### src/hdl/pmf_pkg.sv
// pmf_pkg: shared constants and types of the measurement sequencer
// assumes: 32-bit apb register map, one aligned word per register
package pmf_pkg;
   // register byte addresses
   localparam logic [7:0] ADDR_PSR_CFG = 8'h00; // pressure precision and rate
   localparam logic [7:0] ADDR_TMP_CFG = 8'h04; // temperature precision and rate
   localparam logic [7:0] ADDR_MEAS_CFG = 8'h08; // mode control and status
   localparam logic [7:0] ADDR_CFG = 8'h0c; // fifo and interrupt setup
   localparam logic [7:0] ADDR_RES_P = 8'h10; // pressure result or fifo head
   localparam logic [7:0] ADDR_RES_T = 8'h14; // temperature result
   localparam logic [7:0] ADDR_FIFO_STATUS = 8'h18; // fifo status
   // precision/rate register fields
   localparam int PREC_LSB = 0; // precision [2:0]
   localparam int RATE_LSB = 4; // rate [6:4]
   // measurement config fields
   localparam int MODE_LSB = 0; // mode control [2:0]
   localparam int CONT_BIT = 6; // continuous-mode flag
   localparam int BUSY_BIT = 7; // conversion running
   // config fields
   localparam int INTSEL_LSB = 0; // interrupt select [3:0]
   localparam int FIFO_EN_BIT = 4; // fifo enable
   localparam int STOP_FULL_BIT = 5; // stop on full
   localparam int WM_LSB = 8; // watermark [13:8]
   // fifo status fields
   localparam int FS_EMPTY_BIT = 0; // fifo empty
   localparam int FS_FULL_BIT = 1; // fifo full
   localparam int FS_FULLWM_BIT = 2; // full or watermark reached
   localparam int FS_CNT_LSB = 8; // entry count [13:8]
   // mode control codes
   localparam logic [2:0] MODE_STANDBY = 3'h0; // no conversions
   localparam logic [2:0] MODE_CMD_P = 3'h1; // single pressure
   localparam logic [2:0] MODE_CMD_T = 3'h2; // single temperature
   localparam logic [2:0] MODE_CMD_PT = 3'h3; // one of each
   localparam logic [2:0] MODE_BG_P = 3'h5; // continuous pressure
   localparam logic [2:0] MODE_BG_T = 3'h6; // continuous temperature
   localparam logic [2:0] MODE_BG_PT = 3'h7; // continuous both
   // interrupt source codes
   localparam logic [3:0] INT_NONE = 4'h0; // no interrupt
   localparam logic [3:0] INT_NEW = 4'h02; // new result available
   localparam logic [3:0] INT_WM = 4'h04; // watermark reached
   localparam logic [3:0] INT_FULL = 4'h08; // fifo full
   // data constants
   localparam int FIFO_DEPTH = 32; // fifo entries
   localparam logic [23:0] EMPTY_READ = 24'h800000; // fifo read when empty
   localparam logic [31:0] CFG_RST = 32'h0000_0000; // config reset value
   // timing: rate code r means 2**r conversions per period
   localparam int CLK_HZ = 100_000_000; // ref_clk rate
   localparam int RATE_PERIOD_MS = 1000; // base period in ms
   localparam int RATE_PERIOD_CYC = CLK_HZ / 1000 * RATE_PERIOD_MS; // base period cycles
   // one stored conversion result
   typedef struct packed {
      logic isPressure; // type of result
      logic [23:0] value; // result, lsb holds the type tag
   } pmf_result_s;
   // request to the converter
   typedef struct packed {
      logic start; // one-cycle start pulse
      logic isPressure; // pressure or temperature
      logic [2:0] precision; // oversampling setting
   } pmf_conv_req_s;
endpackage : pmf_pkg

### src/hdl/pmf_period_timer.sv
// pmf_period_timer: repeating tick whose interval follows a rate code
// assumes: run low holds the timer so the first tick comes right after run rises
`timescale 1ns/1ns
module pmf_period_timer #(
   parameter int BASE_CYC = 100_000_000, // interval for rate code 0
   parameter int CW = 27 // counter width
) (
   input wire logic ref_clk, // system clock
   input wire logic rstn, // async reset, active low
   input wire logic run, // timer enabled
   input wire logic [2:0] rate, // 2**rate ticks per base interval
   output logic tick // one-cycle pulse per interval
);
   initial begin
      if (BASE_CYC < 256 || BASE_CYC >= (2 ** CW)) $error("pmf_period_timer: bad BASE_CYC");
   end
   logic [CW-1:0] count; // cycles left to next tick
   logic [CW-1:0] reload; // interval for the current rate
   assign reload = CW'(BASE_CYC) >> rate;
   // count down, reload at zero
   always_ff @(posedge ref_clk or negedge rstn) begin
      if (!rstn) begin
         count <= '0;
         tick <= 1'b0;
      end else if (!run) begin
         count <= '0; // first tick at once when started
         tick <= 1'b0;
      end else if (count == '0) begin
         count <= reload - CW'(1);
         tick <= 1'b1;
      end else begin
         count <= count - CW'(1);
         tick <= 1'b0;
      end
   end
endmodule : pmf_period_timer

### src/hdl/pmf_fifo.sv
// pmf_fifo: result fifo with streaming or stop-on-full behaviour
// assumes: pop is only asserted by a host read, push by a finished conversion
`timescale 1ns/1ns
module pmf_fifo #(
   parameter int DEPTH = 32, // entries, power of two
   parameter int W = 25 // entry width
) (
   input wire logic ref_clk, // system clock
   input wire logic rstn, // async reset, active low
   input wire logic push, // store an entry
   input wire logic [W-1:0] pushData, // entry to store
   input wire logic pop, // drop the head entry
   input wire logic stopOnFull, // 1: refuse when full, 0: overwrite oldest
   output logic [W-1:0] head, // oldest entry
   output logic [$clog2(DEPTH):0] count // entries held
);
   localparam int AW = $clog2(DEPTH);
   initial begin
      if (DEPTH < 2 || (2 ** AW) != DEPTH) $error("pmf_fifo: DEPTH must be a power of two");
   end
   logic [W-1:0] mem [DEPTH]; // entry storage
   logic [AW-1:0] wrPtr; // next free slot
   logic [AW-1:0] rdPtr; // oldest entry
   logic full; // holds DEPTH entries
   logic doPop; // pop of a real entry
   logic doPush; // entry accepted
   logic dropOld; // streaming overwrite of oldest
   assign full = (count == (AW+1)'(DEPTH));
   assign doPop = pop && (count != '0);
   assign doPush = push && !(full && stopOnFull && !doPop);
   assign dropOld = doPush && full && !doPop;
   assign head = mem[rdPtr];
   // storage write
   always_ff @(posedge ref_clk) begin
      if (doPush) begin
         mem[wrPtr] <= pushData;
      end
   end
   // pointers and count
   always_ff @(posedge ref_clk or negedge rstn) begin
      if (!rstn) begin
         wrPtr <= '0;
         rdPtr <= '0;
         count <= '0;
      end else begin
         if (doPush) begin
            wrPtr <= wrPtr + AW'(1);
         end
         if (doPop || dropOld) begin
            rdPtr <= rdPtr + AW'(1);
         end
         if (doPush && !doPop && !dropOld) begin
            count <= count + (AW+1)'(1);
         end else if (doPop && !doPush) begin
            count <= count - (AW+1)'(1);
         end
      end
   end
endmodule : pmf_fifo

### src/hdl/pmf_top.sv
// pmf_top: mode sequencing, result storage and fifo of a pressure sensor readout
// assumes: apb master on the host side; an external converter answers convStart
// with convDone and convData some cycles later, one conversion at a time
//
// Notes on behaviour
// - reset enters standby, no conversions run
// - standby keeps every register reachable
// - command mode: one P, T or both
// - command result stored, then back to standby
// - fifo accumulates single-shot results too
// - background repeats conversions at configured rate
// - background temperature follows pressure immediately
// - result to registers, or fifo when enabled
// - fifo holds 32 mixed results
// - streaming full drops oldest entry
// - stop-on-full refuses new entries
// - one interrupt source selectable, or none
// - pressure and temperature settings kept separate
// - result lsb tags pressure 1, temperature 0
// - empty flag set; empty read gives 0x800000
// - watermark interrupt when count equals level
// - cleared mode finishes conversion, then standby
//
// Decided for this implementation: the APB slave port and the placing of the registers.
`timescale 1ns/1ns
module pmf_top #(
   parameter int RATE_BASE_CYC = pmf_pkg::RATE_PERIOD_CYC // base interval, shorten in sim
) (
   input wire logic ref_clk, // 100 MHz clock
   input wire logic rstn, // async reset, active low
   input wire logic psel, // apb select
   input wire logic penable, // apb access phase
   input wire logic pwrite, // apb write
   input wire logic [7:0] paddr, // apb byte address
   input wire logic [31:0] pwdata, // apb write data
   output logic [31:0] prdata, // apb read data
   output logic pready, // apb ready
   output logic pslverr, // apb error on unmapped address
   output pmf_pkg::pmf_conv_req_s convReq, // converter request
   input wire logic convDone, // converter finished, one cycle
   input wire logic [23:0] convData, // converter result with convDone
   output logic intOut // interrupt, active high level
);
   // sequencer states
   typedef enum logic [2:0] {
      ST_IDLE,
      ST_RUN_P,
      ST_RUN_T
   } pmf_state_e;

   pmf_state_e state; // sequencer state
   logic [6:0] psrCfg; // pressure precision and rate
   logic [6:0] tmpCfg; // temperature precision and rate
   logic [2:0] modeCtl; // mode control field
   logic contFlag; // continuous-mode flag
   logic [13:0] cfg; // interrupt select, fifo setup, watermark
   logic [23:0] resP; // last pressure result
   logic [23:0] resT; // last temperature result
   logic newFlag; // unread result present
   logic tPending; // temperature due in background
   logic pTick; // pressure timer tick
   logic tTick; // temperature timer tick
   logic setupRd; // apb setup of a read
   logic accessDone; // apb access completes this edge
   logic wrEn; // write takes effect
   logic rdEn; // read takes effect
   logic popFifo; // host read of fifo head
   logic pushFifo; // finished conversion into fifo
   logic fifoEn; // fifo enabled
   logic [5:0] fifoCount; // fifo entries
   pmf_pkg::pmf_result_s fifoHead; // oldest fifo entry
   pmf_pkg::pmf_result_s newRes; // finished conversion, tagged
   logic isBg; // background mode selected
   logic wantP; // pressure selected
   logic wantT; // temperature selected
   logic fifoFull; // fifo full
   logic fifoEmpty; // fifo empty
   logic wmHit; // count equals watermark
   logic mapped; // address decodes
   logic [31:0] rdMux; // read data for paddr
   logic next_int; // interrupt level

   assign fifoEn = cfg[pmf_pkg::FIFO_EN_BIT];
   assign isBg = modeCtl[2];
   assign wantP = modeCtl[0];
   assign wantT = modeCtl[1];
   assign fifoFull = (fifoCount == 6'(pmf_pkg::FIFO_DEPTH));
   assign fifoEmpty = (fifoCount == 6'h00);
   assign wmHit = (fifoCount == cfg[pmf_pkg::WM_LSB +: 6]) && !fifoEmpty;
   assign accessDone = psel && penable && pready;
   assign wrEn = accessDone && pwrite && !pslverr;
   assign rdEn = accessDone && !pwrite && !pslverr;
   assign setupRd = psel && !penable && !pwrite;
   assign popFifo = rdEn && fifoEn && (paddr == pmf_pkg::ADDR_RES_P);
   // tag the lsb with the result type
   assign newRes.isPressure = (state == ST_RUN_P);
   assign newRes.value = {convData[23:1], state == ST_RUN_P};
   assign pushFifo = convDone && fifoEn && (state != ST_IDLE);

   // address decode and read mux
   always_comb begin
      mapped = 1'b1;
      rdMux = 32'h0000_0000;
      case (paddr)
         pmf_pkg::ADDR_PSR_CFG: rdMux[6:0] = psrCfg;
         pmf_pkg::ADDR_TMP_CFG: rdMux[6:0] = tmpCfg;
         pmf_pkg::ADDR_MEAS_CFG: begin
            rdMux[pmf_pkg::MODE_LSB +: 3] = modeCtl;
            rdMux[pmf_pkg::CONT_BIT] = contFlag;
            rdMux[pmf_pkg::BUSY_BIT] = (state != ST_IDLE);
         end
         pmf_pkg::ADDR_CFG: rdMux[13:0] = cfg;
         pmf_pkg::ADDR_RES_P: begin
            if (!fifoEn) begin
               rdMux[23:0] = resP;
            end else if (fifoEmpty) begin
               rdMux[23:0] = pmf_pkg::EMPTY_READ;
            end else begin
               rdMux[23:0] = fifoHead.value;
            end
         end
         pmf_pkg::ADDR_RES_T: rdMux[23:0] = resT;
         pmf_pkg::ADDR_FIFO_STATUS: begin
            rdMux[pmf_pkg::FS_EMPTY_BIT] = fifoEmpty;
            rdMux[pmf_pkg::FS_FULL_BIT] = fifoFull;
            rdMux[pmf_pkg::FS_FULLWM_BIT] = fifoFull || wmHit;
            rdMux[pmf_pkg::FS_CNT_LSB +: 6] = fifoCount;
         end
         default: mapped = 1'b0; // unmapped: error, zero data
      endcase
   end

   // apb answer: ready one cycle after setup, data captured in setup
   always_ff @(posedge ref_clk or negedge rstn) begin
      if (!rstn) begin
         pready <= 1'b0;
         pslverr <= 1'b0;
         prdata <= 32'h0000_0000;
      end else if (psel && !penable) begin
         pready <= 1'b1;
         pslverr <= !mapped;
         prdata <= setupRd ? rdMux : 32'h0000_0000;
      end else begin
         pready <= 1'b0;
         pslverr <= 1'b0;
      end
   end

   // precision and rate registers, each pair on its own, and the fifo and interrupt config register
   always_ff @(posedge ref_clk or negedge rstn) begin
      if (!rstn) begin
         psrCfg <= 7'h00;
         tmpCfg <= 7'h00;
         cfg <= pmf_pkg::CFG_RST[13:0];
      end else if (wrEn) begin
         if (paddr == pmf_pkg::ADDR_PSR_CFG) begin
            psrCfg <= pwdata[6:0];
         end
         if (paddr == pmf_pkg::ADDR_TMP_CFG) begin
            tmpCfg <= pwdata[6:0];
         end
         if (paddr == pmf_pkg::ADDR_CFG) begin
            cfg <= pwdata[13:0];
         end
      end
   end

   // mode control: host writes; command modes clear themselves when done
   always_ff @(posedge ref_clk or negedge rstn) begin
      if (!rstn) begin
         modeCtl <= pmf_pkg::MODE_STANDBY;
      end else if (wrEn && paddr == pmf_pkg::ADDR_MEAS_CFG) begin
         modeCtl <= pwdata[pmf_pkg::MODE_LSB +: 3];
      end else if (!isBg && convDone && state == ST_RUN_T) begin
         modeCtl <= pmf_pkg::MODE_STANDBY;
      end else if (!isBg && convDone && state == ST_RUN_P && !wantT) begin
         modeCtl <= pmf_pkg::MODE_STANDBY;
      end
   end

   // continuous flag: set in background, cleared once idle outside it
   always_ff @(posedge ref_clk or negedge rstn) begin
      if (!rstn) begin
         contFlag <= 1'b0;
      end else if (isBg && modeCtl != pmf_pkg::MODE_STANDBY) begin
         contFlag <= 1'b1;
      end else if (state == ST_IDLE) begin
         contFlag <= 1'b0;
      end
   end

   // background pacing timers, one per measurement type
   pmf_period_timer #(
      .BASE_CYC(RATE_BASE_CYC),
      .CW(27)
   ) uTimerP (
      .ref_clk(ref_clk),
      .rstn(rstn),
      .run(isBg && wantP),
      .rate(psrCfg[pmf_pkg::RATE_LSB +: 3]),
      .tick(pTick)
   );
   pmf_period_timer #(
      .BASE_CYC(RATE_BASE_CYC),
      .CW(27)
   ) uTimerT (
      .ref_clk(ref_clk),
      .rstn(rstn),
      .run(isBg && wantT),
      .rate(tmpCfg[pmf_pkg::RATE_LSB +: 3]),
      .tick(tTick)
   );

   // temperature due flag; a tick that lands with the clear is kept
   always_ff @(posedge ref_clk or negedge rstn) begin
      if (!rstn) begin
         tPending <= 1'b0;
      end else if (tTick) begin
         tPending <= 1'b1;
      end else if (!isBg || (convReq.start && !convReq.isPressure)) begin
         tPending <= 1'b0;
      end
   end

   // sequencer: start conversions, wait for completion
   always_ff @(posedge ref_clk or negedge rstn) begin
      if (!rstn) begin
         state <= ST_IDLE;
         convReq <= '0;
      end else begin
         convReq.start <= 1'b0;
         case (state)
            ST_IDLE: begin
               if (!isBg && wantP) begin
                  state <= ST_RUN_P;
                  convReq <= '{1'b1, 1'b1, psrCfg[pmf_pkg::PREC_LSB +: 3]};
               end else if (!isBg && wantT) begin
                  state <= ST_RUN_T;
                  convReq <= '{1'b1, 1'b0, tmpCfg[pmf_pkg::PREC_LSB +: 3]};
               end else if (isBg && wantP && pTick) begin
                  state <= ST_RUN_P;
                  convReq <= '{1'b1, 1'b1, psrCfg[pmf_pkg::PREC_LSB +: 3]};
               end else if (isBg && wantT && !wantP && tPending) begin
                  state <= ST_RUN_T;
                  convReq <= '{1'b1, 1'b0, tmpCfg[pmf_pkg::PREC_LSB +: 3]};
               end
            end
            ST_RUN_P: begin
               if (convDone) begin
                  // background: temperature right after pressure when due
                  if ((isBg && wantT && (tPending || tTick)) || (!isBg && wantT)) begin
                     state <= ST_RUN_T;
                     convReq <= '{1'b1, 1'b0, tmpCfg[pmf_pkg::PREC_LSB +: 3]};
                  end else begin
                     state <= ST_IDLE;
                  end
               end
            end
            ST_RUN_T: begin
               if (convDone) begin
                  state <= ST_IDLE;
               end
            end
            default: state <= ST_IDLE;
         endcase
      end
   end

   // dedicated result registers when the fifo is off
   always_ff @(posedge ref_clk or negedge rstn) begin
      if (!rstn) begin
         resP <= 24'h000000;
         resT <= 24'h000000;
      end else if (convDone && !fifoEn) begin
         if (state == ST_RUN_P) begin
            resP <= newRes.value;
         end else if (state == ST_RUN_T) begin
            resT <= newRes.value;
         end
      end
   end

   // result fifo, fed in command and background modes alike
   pmf_fifo #(
      .DEPTH(pmf_pkg::FIFO_DEPTH),
      .W(25)
   ) uFifo (
      .ref_clk(ref_clk),
      .rstn(rstn),
      .push(pushFifo),
      .pushData(newRes),
      .pop(popFifo),
      .stopOnFull(cfg[pmf_pkg::STOP_FULL_BIT]),
      .head(fifoHead),
      .count(fifoCount)
   );

   // new-result flag: a result landing with the read wins
   always_ff @(posedge ref_clk or negedge rstn) begin
      if (!rstn) begin
         newFlag <= 1'b0;
      end else if (convDone && state != ST_IDLE) begin
         newFlag <= 1'b1;
      end else if (rdEn && (paddr == pmf_pkg::ADDR_RES_P || paddr == pmf_pkg::ADDR_RES_T)) begin
         newFlag <= 1'b0;
      end
   end

   // interrupt source select
   always_comb begin
      case (cfg[pmf_pkg::INTSEL_LSB +: 4])
         pmf_pkg::INT_NEW: next_int = newFlag;
         pmf_pkg::INT_WM: next_int = wmHit;
         pmf_pkg::INT_FULL: next_int = fifoFull;
         default: next_int = 1'b0; // none
      endcase
   end

   // registered interrupt pin
   always_ff @(posedge ref_clk or negedge rstn) begin
      if (!rstn) begin
         intOut <= 1'b0;
      end else begin
         intOut <= next_int;
      end
   end
endmodule : pmf_top

### config.mk
export PLATFORM = sky130hd
export DESIGN_NAME = pmf_top
export DESIGN_NICKNAME = d
export VERILOG_FILES = /design/src/hdl/pmf_pkg.sv /design/src/hdl/pmf_period_timer.sv /design/src/hdl/pmf_fifo.sv /design/src/hdl/pmf_top.sv
export SDC_FILE = /design/constraint.sdc
export NUM_CORES = 1
export LEC_CHECK = 0
export ABC_AREA = 1
export BUFFER_PORTS_ARGS = -buffer_cell sky130_fd_sc_hd__clkbuf_2
export CORE_UTILIZATION = 50
export CTS_CLUSTER_DIAMETER = 60
export DETAILED_ROUTE_END_ITERATION = 12
export PLACE_DENSITY_LB_ADDON = 0.2
export SLEW_MARGIN = 10
export SYNTH_ARGS = -nofsm -noshare
export SYNTH_HDL_FRONTEND = slang
export SYNTH_HIERARCHICAL = 1
export SYNTH_SLANG_ARGS = --single-unit
### constraint.sdc
create_clock -name ref_clk -period 4.9 [get_ports ref_clk]
set_clock_uncertainty 0.15 [all_clocks]
set_input_delay 0.98 -clock ref_clk [delete_from_list [all_inputs] [get_ports ref_clk]]
set_output_delay 0.98 -clock ref_clk [all_outputs]
set_load 0.02 [all_outputs]
Word level (Yosys, flattened, before mapping). Memories as Yosys holds them, arrays and structs flattened. Index checks and enable logic that the tools add are counted.

Register bits: 196. Bits in latches: 0. RAM bits: 800. Bits in read-only memories: 0. Input bits: 70. Output and inout bits: 40. Word-level logic and storage cells: 184. Memories: 1.

Memory list: uFifo.mem (words 32, bits a word 25, rd ports 1, clocked after Yosys merged registers in 0, write ports 1, RTL line pmf_fifo.sv:21) `logic [W-1:0] mem [DEPTH];`.

Add/sub/neg operators: 8. Multipliers: 0. Div/mod/pow operators: 0. Order comparisons: 0. Equality and inequality tests: 17. Shift operators: 2. Multiplexer cells: 49. Bitwise gates (word level): 1. Reductions and logical operators: 82.

Operator list (number): two-way mux 27 bit (4); subtractor 27 x 1 -> 27 bit, second input constant (4); two-way mux 24 bit (3); logical NOT 27 bit (2); right shift 27 x 3 -> 27 bit, first input constant (2); logical AND 1 bit (40); two-way mux 5 bit (6); two-way mux 3 bit (9); == test 8 x 5 -> 1 bit, second input constant (3); one-hot mux 6 bit (4 select lines) (1); one-hot mux 3 bit (7 select lines) (1); one-hot mux 10 bit (2 select lines) (1); == test 8 x 4 -> 1 bit, second input constant (2); two-way mux 1 bit (15); one-hot mux 3 bit (5 select lines) (1); logical NOT 1 bit (14); two-way mux 6 bit (2); adder 5 x 1 -> 5 bit, second input constant (2); one-hot mux 5 bit (2 select lines) (1); nonzero test 2 bit (5); one-hot mux 3 bit (3 select lines) (1); nonzero test 3 bit (3); == test 8 x 3 -> 1 bit, second input constant (1); logical NOT 8 bit (1); 24 further kinds (35).

Depth between registers and ports, before layout. Gate-level depths: netlist (run 1).

Depth after elaboration: 16. Depth in mapped cells: 18. Gate-level depth less buffers: 17.

Modules after synthesis. Netlist (run 1), hierarchy kept.

By module, submodules not included: pmf_fifo (instances 1, cells an instance 2765, area each 33392.0 µm², seq. area each 24423.4 µm²); pmf_top (instances 1, cells an instance 736, area each 5771.8 µm², seq. area each 2877.8 µm²); pmf_period_timer (instances 2, cells an instance 415, area each 2452.4 µm², seq. area each 700.7 µm²).

Least setup slack after synthesis (run 1). OpenSTA, ideal clock, no wires.

Path kind: input -> register. Start: input port paddr[2]. End: memory uFifo.mem[0][0] (enable). Setup time: 0.438 ns. Data arrival time: 3.967 ns. Data required time: 4.312 ns. Slack: 0.345 ns. Stages: 12. Path buffers: 3. Path through: nor2_1 -> nand2_1 -> nor2_2 -> inv_2 -> buf_6 -> nor3_1 -> nand2_2 -> nand2_1 -> nand2_2 -> buf_6 -> buf_6 -> nor3_1.

Longest elaborated chain between the ends: 9.

Ends and longest elaborated chain: from (decl) (RTL line pmf_top.sv:34) `input wire logic [7:0] paddr,`; == test 8 x 5 -> 1 bit (RTL line pmf_top.sv:94) `assign popFifo = rdEn && fifoEn && (paddr == pmf_pkg::ADDR_RES_P);`; logical AND 1 bit (RTL line pmf_top.sv:94); named net popFifo (RTL line pmf_top.sv:67) `logic popFifo;`; logical AND 1 bit (RTL line pmf_fifo.sv:29) `assign doPop = pop && (count != '0);`; logical NOT 1 bit (RTL line pmf_fifo.sv:30) `assign doPush = push && !(full && stopOnFull && !doPop);`; logical AND 1 bit (RTL line pmf_fifo.sv:30); logical NOT 1 bit (RTL line pmf_fifo.sv:30); logical AND 1 bit (RTL line pmf_fifo.sv:30); two-way mux 1 bit (RTL line pmf_fifo.sv:35) `if (doPush) begin`; two-way mux 1 bit (not written as such) (RTL line pmf_fifo.sv:36) `mem[wrPtr] <= pushData;`; to (decl) (RTL line pmf_fifo.sv:21).

The timed path passes the listed nets, and every way through them passes these cells.

==> impl_metrics.csv, run 1 <==
group,metric,value,unit
power,p_clk_share,41.3,%
floorplan,core_area,84220,um^2
run_status,status,"finished, final reports clean",
power,power.share.sequential,52.2,%
route,drc,0,
clocking,clk_latency,0.70,ns
worst_setup_path,critPathArrivalTime,3.75,ns
logic_synthesis,syn-cell-area,42830,um^2
final_layout,diodes,0,
placement,hpwl,66880,um
power,p_int,13.39,mW
clocking,cts.path.max_buffers,3,
global_routing,antenna_found_initial,1,
timing,rsz0062_at_grt,"false",
global_routing,grt.met3_usage,3.160,%
route,antenna_left,0,
hold_path,hold_class,"in -> async",
route,viasPerCell,5.453,
floorplan,rows,106,
final_layout,fin_util,56.25,%
placement,gp_congestion,0.9091,
global_routing,grt_use_total,25.57,%
floorplan,die_h,294.7,um
global_routing,grt_pass1_vias,28690,
power,p_sw,4.154,mW
power,power.leakage,18.91,nW
clocking,cts_setup_buffers,0,
power,vdd_ir_drop_max,0.3196,mV
power,pwr-share-comb,6.5,%
global_routing,grt_pass1_wl,168300,um
clocking,clock-sinks,955,
timing,max_clock_freq,0.3012,GHz
power,swShare,23.67,%
logic_synthesis,synth.avg_cell_area,10.12,um^2
worst_setup_path,required,5.33,ns
timing,finalSetupTns,0,ns
clocking,cts-resized-gates,0,
placement,port_buffers,82,
global_routing,overflow,0,
global_routing,grt_max_degree,162,
timing,finalCriticalPeriod,3.320,ns
worst_setup_path,end_kind,"flop",
timing,hold_violations,0,
clocking,cts_root_buf,"clkbuf_16",
clocking,cts_buffers,103,
logic_synthesis,synthCells,4234,
clocking,ctsHtreeMaxLevel,3,
worst_setup_path,cp-start-kind,"flop",
final_layout,layout_commonest_cell,"nand2_1",
timing,report.final.setup_viol,0,
route,vias,29980,
power,pwr_density_cell,370.4,nW/um^2
timing,maxSlewHeadroom,38.00,%
floorplan,die_w,294.7,um
route,wire_per_inst,19.98,um
timing,slew_violations,0,
clocking,cts_tree,"yes",
clocking,hold_buffers,0,
timing,timing.final.crit_share,67.75,%
final_layout,nNetsFinal,4370,
worst_setup_path,worstSetupPathType,"reg -> reg",
final_layout,final_cell_mix,"nand2_1, edfxtp_1, nand3_1",
floorplan,die-area,86830,um^2
final_layout,area_growth,10.61,%
final_layout,drive_gt1_share,10.61,%
global_routing,busiest_layer,"met2",
worst_setup_path,crit_fanout,101,
global_routing,met2_usage,42.20,%
clocking,clk_pin_slew_worst_paths,0.06,ns
route,drtIter0Drc,2229,
route,drt-pass1-iter-count,5,
floorplan,ios,110,
global_routing,gr-usage-met1,35.04,%
timing,worst_pin_slew,0.9278,ns
floorplan,initial_core_util,50.85,%
job,maxCapViolations,0,
logic_synthesis,yosysWarnings,6,
route,drt_wl_total,109900,um
power,finalPower,17.55,mW
metal layers:
layer	routed length [um]	share of wire (%)
met1	47580	43
met2	53030	48
met3	5975	5.4
met4	3276	3.0
met5	9	0.0082
sequential cells by signal, indices dropped and copies added, names as in the netlist, 2 cells and up:
signal,flops
prdata,24
uTimerT/count,27
uFifo/wrPtr,5
convReq,5
tmpCfg,7
uFifo/rdPtr,5
uFifo/mem,768
resT,23
state,2
psrCfg,7
uFifo/count,6
resP,24
uTimerP/count,27
cfg,14
modeCtl,3
layout make-up:
type | count | area (um^2)
clock buffer | 133 | 2710
timing repair buffer | 171 | 1212
clock inverter | 49 | 436.7
inverter | 243 | 934.6
sequential | 955 | 27760
tap | 1134 | 1419
multi-input combinational | 2813 | 12900
fill | 7233 | 36850
path summary, 6_finish.rpt:
kind	end	cells after the start	slack, ns	start
max reg2reg	prdata[18]	14	1.58	uFifo/rdPtr[0]
max in group asynchronous	cfg[12]	2	3.44	rstn
min reg2reg	uTimerT/count[0]	1	0.30	uTimerT/count[0]
max	prdata[18]	14	1.58	uFifo/rdPtr[0]
min in group ref_clk	uTimerT/count[0]	1	0.30	uTimerT/count[0]
min	uTimerP/count[22]	1	0.16	rstn
critical path, cell delays in order (launching register included):
cell      delay, ns
dfrtp_4        0.56
clkinv_8       0.37
buf_4          0.47
nand2_1        0.11
nand3_1        0.06
nand3_1        0.12
nand2_1        0.08
nand2_1        0.06
nand2_1        0.06
nor2_1         0.38
a21oi_1        0.18
nand3_1        0.13
a21oi_1        0.08
o21ai_1        0.19
nand2_1        0.07
power groups by stage:
stage	sequential (mW)	clock, mW	combinational, mW
after global placement	9.32	0	1.13
after CTS	9.17	7.35	1.15
after global routing	9.20	7.65	1.31
after floorplan	9.31	0	0.765
after detailed placement	9.33	0	1.14
final	9.16	7.24	1.14
metrics by stage:
stage | setup slack, ns | std cells | hold WS (ns) | cell area [um^2]
after floorplan | 0.4153 | 4241 | 0.2694 | 42850
after global placement | 0.9751 | 5316 | 0.2866 | 44220
after detailed placement | 0.9545 | 5316 | 0.2923 | 44220
after CTS | 1.566 | 5498 | 0.1768 | 47370
after global routing | 1.433 | 5498 | 0.1938 | 47370
final | 1.580 | 5498 | 0.1636 | 47370
(Power assumes the default switching activity.)
==> inputs of run 2 (changes only) <==
==> constraint.sdc (replaced) <==
create_clock -name ref_clk -period 3 [get_ports ref_clk]
set_clock_uncertainty 0.15 [all_clocks]
set_input_delay 0.6 -clock ref_clk [delete_from_list [all_inputs] [get_ports ref_clk]]
set_output_delay 0.6 -clock ref_clk [all_outputs]
set_load 0.02 [all_outputs]
==> run 2 against run 1 <==
Wire length up 3.8%. Hold slack got worse by 0.12 ns. Combinational power up 67%. Total power grew 69%. Highest routed layer unchanged. Sequential cell count stayed put. Via count rose by 3.0%.
==> impl_metrics.csv, run 2 (synthesis gave the netlist of run 1 again) <==
group,metric,value,unit
run_status,status,"finished, final reports clean",
timing,hold_violations,0,
worst_setup_path,critical-path-top-delay-family,"buffers and inverters",
route,drtIter0Drc,2661,
worst_setup_path,slowest_delay,0.53,ns
timing,slew_violations,0,
final_layout,num-fill-cells,6977,
timing,worst_pin_slew,0.8671,ns
timing,maxSlewHeadroom,41.99,%
floorplan,initial_core_util,50.85,%
route,vias,30890,
placement,gp_congestion,0.9525,
global_routing,antenna_found_initial,4,
route,drc,0,
final_layout,layout_commonest_cell,"nand2_1",
hold_path,hold_depth,3,
final_layout,largest_reg_flops,768,
worst_setup_path,crit_cells,13,
job,maxCapViolations,0,
worst_setup_path,critPathArrivalTime,3.00,ns
floorplan,die_h,294.7,um
worst_setup_path,cp_cell_sequence,"dlygate4sd3_1, clkbuf_2, nand3_1, nor2_1, nand2_1, nor3_4, nand2_2, buf_4, nand2_1, nand2_4, buf_12, nor3_4, buf_4",
timing,max_clock_freq,0.3589,GHz
timing,rsz0062_at_grt,"false",
worst_setup_path,crit_fanout,20,
floorplan,core_area,84220,um^2
worst_setup_path,worstSetupPathType,"in -> reg",
clocking,cts_setup_buffers,0,
final_layout,stdcell_count,5618,
power,power.leakage,20.16,nW
floorplan,ios,110,
global_routing,grt_pass1_vias,29510,
worst_setup_path,required,3.21,ns
final_layout,final_cell_mix,"nand2_1, edfxtp_1, nand3_1",
worst_setup_path,r2r_cells,15,
clocking,ctsHtreeMaxLevel,3,
hold_path,hold_class,"in -> reg",
timing,report.final.setup_viol,0,
floorplan,die-area,86830,um^2
clocking,cts_tree,"yes",
route,wire_per_inst,20.30,um
global_routing,overflow,0,
clocking,cts_buffers,101,
worst_setup_path,critPathBufInv,5,
final_layout,multiInputGateArea,13100,um^2
route,antenna_left,0,
worst_setup_path,cp-start-kind,"primary input",
clocking,clk_pin_slew_worst_paths,0.06,ns
floorplan,die_w,294.7,um
placement,hpwl,72750,um
power,pwr_density_cell,600.5,nW/um^2
timing,timing.final.crit_share,92.88,%
route,viasPerCell,5.499,
worst_setup_path,end_kind,"flop",
final_layout,area_growth,15.19,%
global_routing,grt_use_total,26.73,%
route,drt_wl_total,114000,um
clocking,cts_root_buf,"clkbuf_16",
timing,finalCriticalPeriod,2.787,ns
placement,dp_cells,5419,
floorplan,rows,106,
placement,port_buffers,82,
global_routing,grt_max_degree,97,
final_layout,top_register,"uFifo/mem",
final_layout,nNetsFinal,4480,
final_layout,ff_latch_area,27760,um^2
worst_setup_path,slowest_stage,"dlygate4sd3_1",
route,drt-pass1-iter-count,8,
clocking,cts.path.max_buffers,3,
clocking,clock-sinks,955,
global_routing,grt_pass1_wl,175600,um
final_layout,largestRegisters,"uFifo/mem: 768 flops, uTimerP/count: 27 flops, uTimerT/count: 27 flops",
final_layout,drive_gt1_share,13.12,%
clocking,clk_latency,0.69,ns
power,vdd_ir_drop_max,0.6353,mV
timing,finalSetupTns,0,ns
final_layout,fin_util,58.58,%
run 2: cell count changes in the layout (fill, tap and decap cells not counted), moves of 8 or more:
cell | before | now
buf_4 | 79 | 132
clkinv_1 | 29 | 21
bufinv_16 | 2 | 12
dlygate4sd3_1 | 0 | 9
buf_12 | 10 | 60
nor3_2 | 29 | 1
nor3_4 | 3 | 32
run 2: worst paths after layout:
check	endpoint	slack, ns	from
setup reg to reg	prdata[11]	0.23	uFifo/rdPtr[0]
max in group asynchronous	prdata[7]	1.59	rstn
min in group asynchronous	uFifo/rdPtr[0]	0.31	rstn
hold reg to reg	uTimerP/count[0]	0.30	uTimerP/count[0]
hold / removal	cfg[7]	0.05	pwdata[7]
setup / recovery	uFifo/mem[20][7]	0.21	penable
run 2: worst reg2reg max path, cell delays in order, from the launching register on:
cell      delay [ns]
dfrtp_4         0.54
clkinv_8        0.24
buf_12          0.24
buf_12          0.24
nand2_1         0.10
nand3_1         0.07
nand3_1         0.11
nand2_1         0.11
nand2_1         0.06
nand2_1         0.06
nor2_1          0.03
a21oi_1         0.27
nand3_1         0.12
a21oi_1         0.20
o21ai_1         0.11
nand2_1         0.07
run 2: metal layers:
metal,GRT usage (%),routed length (um),vias up
met5,0,51,-
met3,3.703,6951,206
li1,-,-,14660
met1,36.22,48080,14980
met4,10.15,3938,8
met2,43.84,55000,1032
run 2: cell type report:
cell class              instances  share of cell area [%]
inverters                     243                   1.895
clock buffers                 130                   5.552
diodes                          2                 0.01015
clock inverters                58                   1.377
well taps                    1134                   2.876
repair buffers                283                   5.476
flip-flops and latches        955                   56.27
multi-input cells            2813                   26.55
run 2: through the flow:
stage               area [um^2]  hold slack (ns)  total power, mW  worst slack, ns
floorplan                 43220           0.1544            16.45         0.008430
global placement          45820           0.2812            17.09          0.07442
detailed placement        45820           0.2927            17.12          0.07449
CTS                       49330         0.006148            29.79           0.2645
global route              49330          0.02994            30.61          0.02468
finish                    49330          0.04616            29.63           0.2135
run 2: power by group:
| group | switching, mW | internal (mW) |
|---|---|---|
| Clock | 5.25 | 7.52 |
| Sequential | 0.233 | 14.7 |
| Combinational | 1.32 | 0.584 |
| Total | 6.79 | 22.8 |
run 2: what timing repair did:
item                                   4_1_cts  5_1_grt
hold buffers                                 9        0
resized for setup                            0        0
endpoints found under the hold margin       48        0
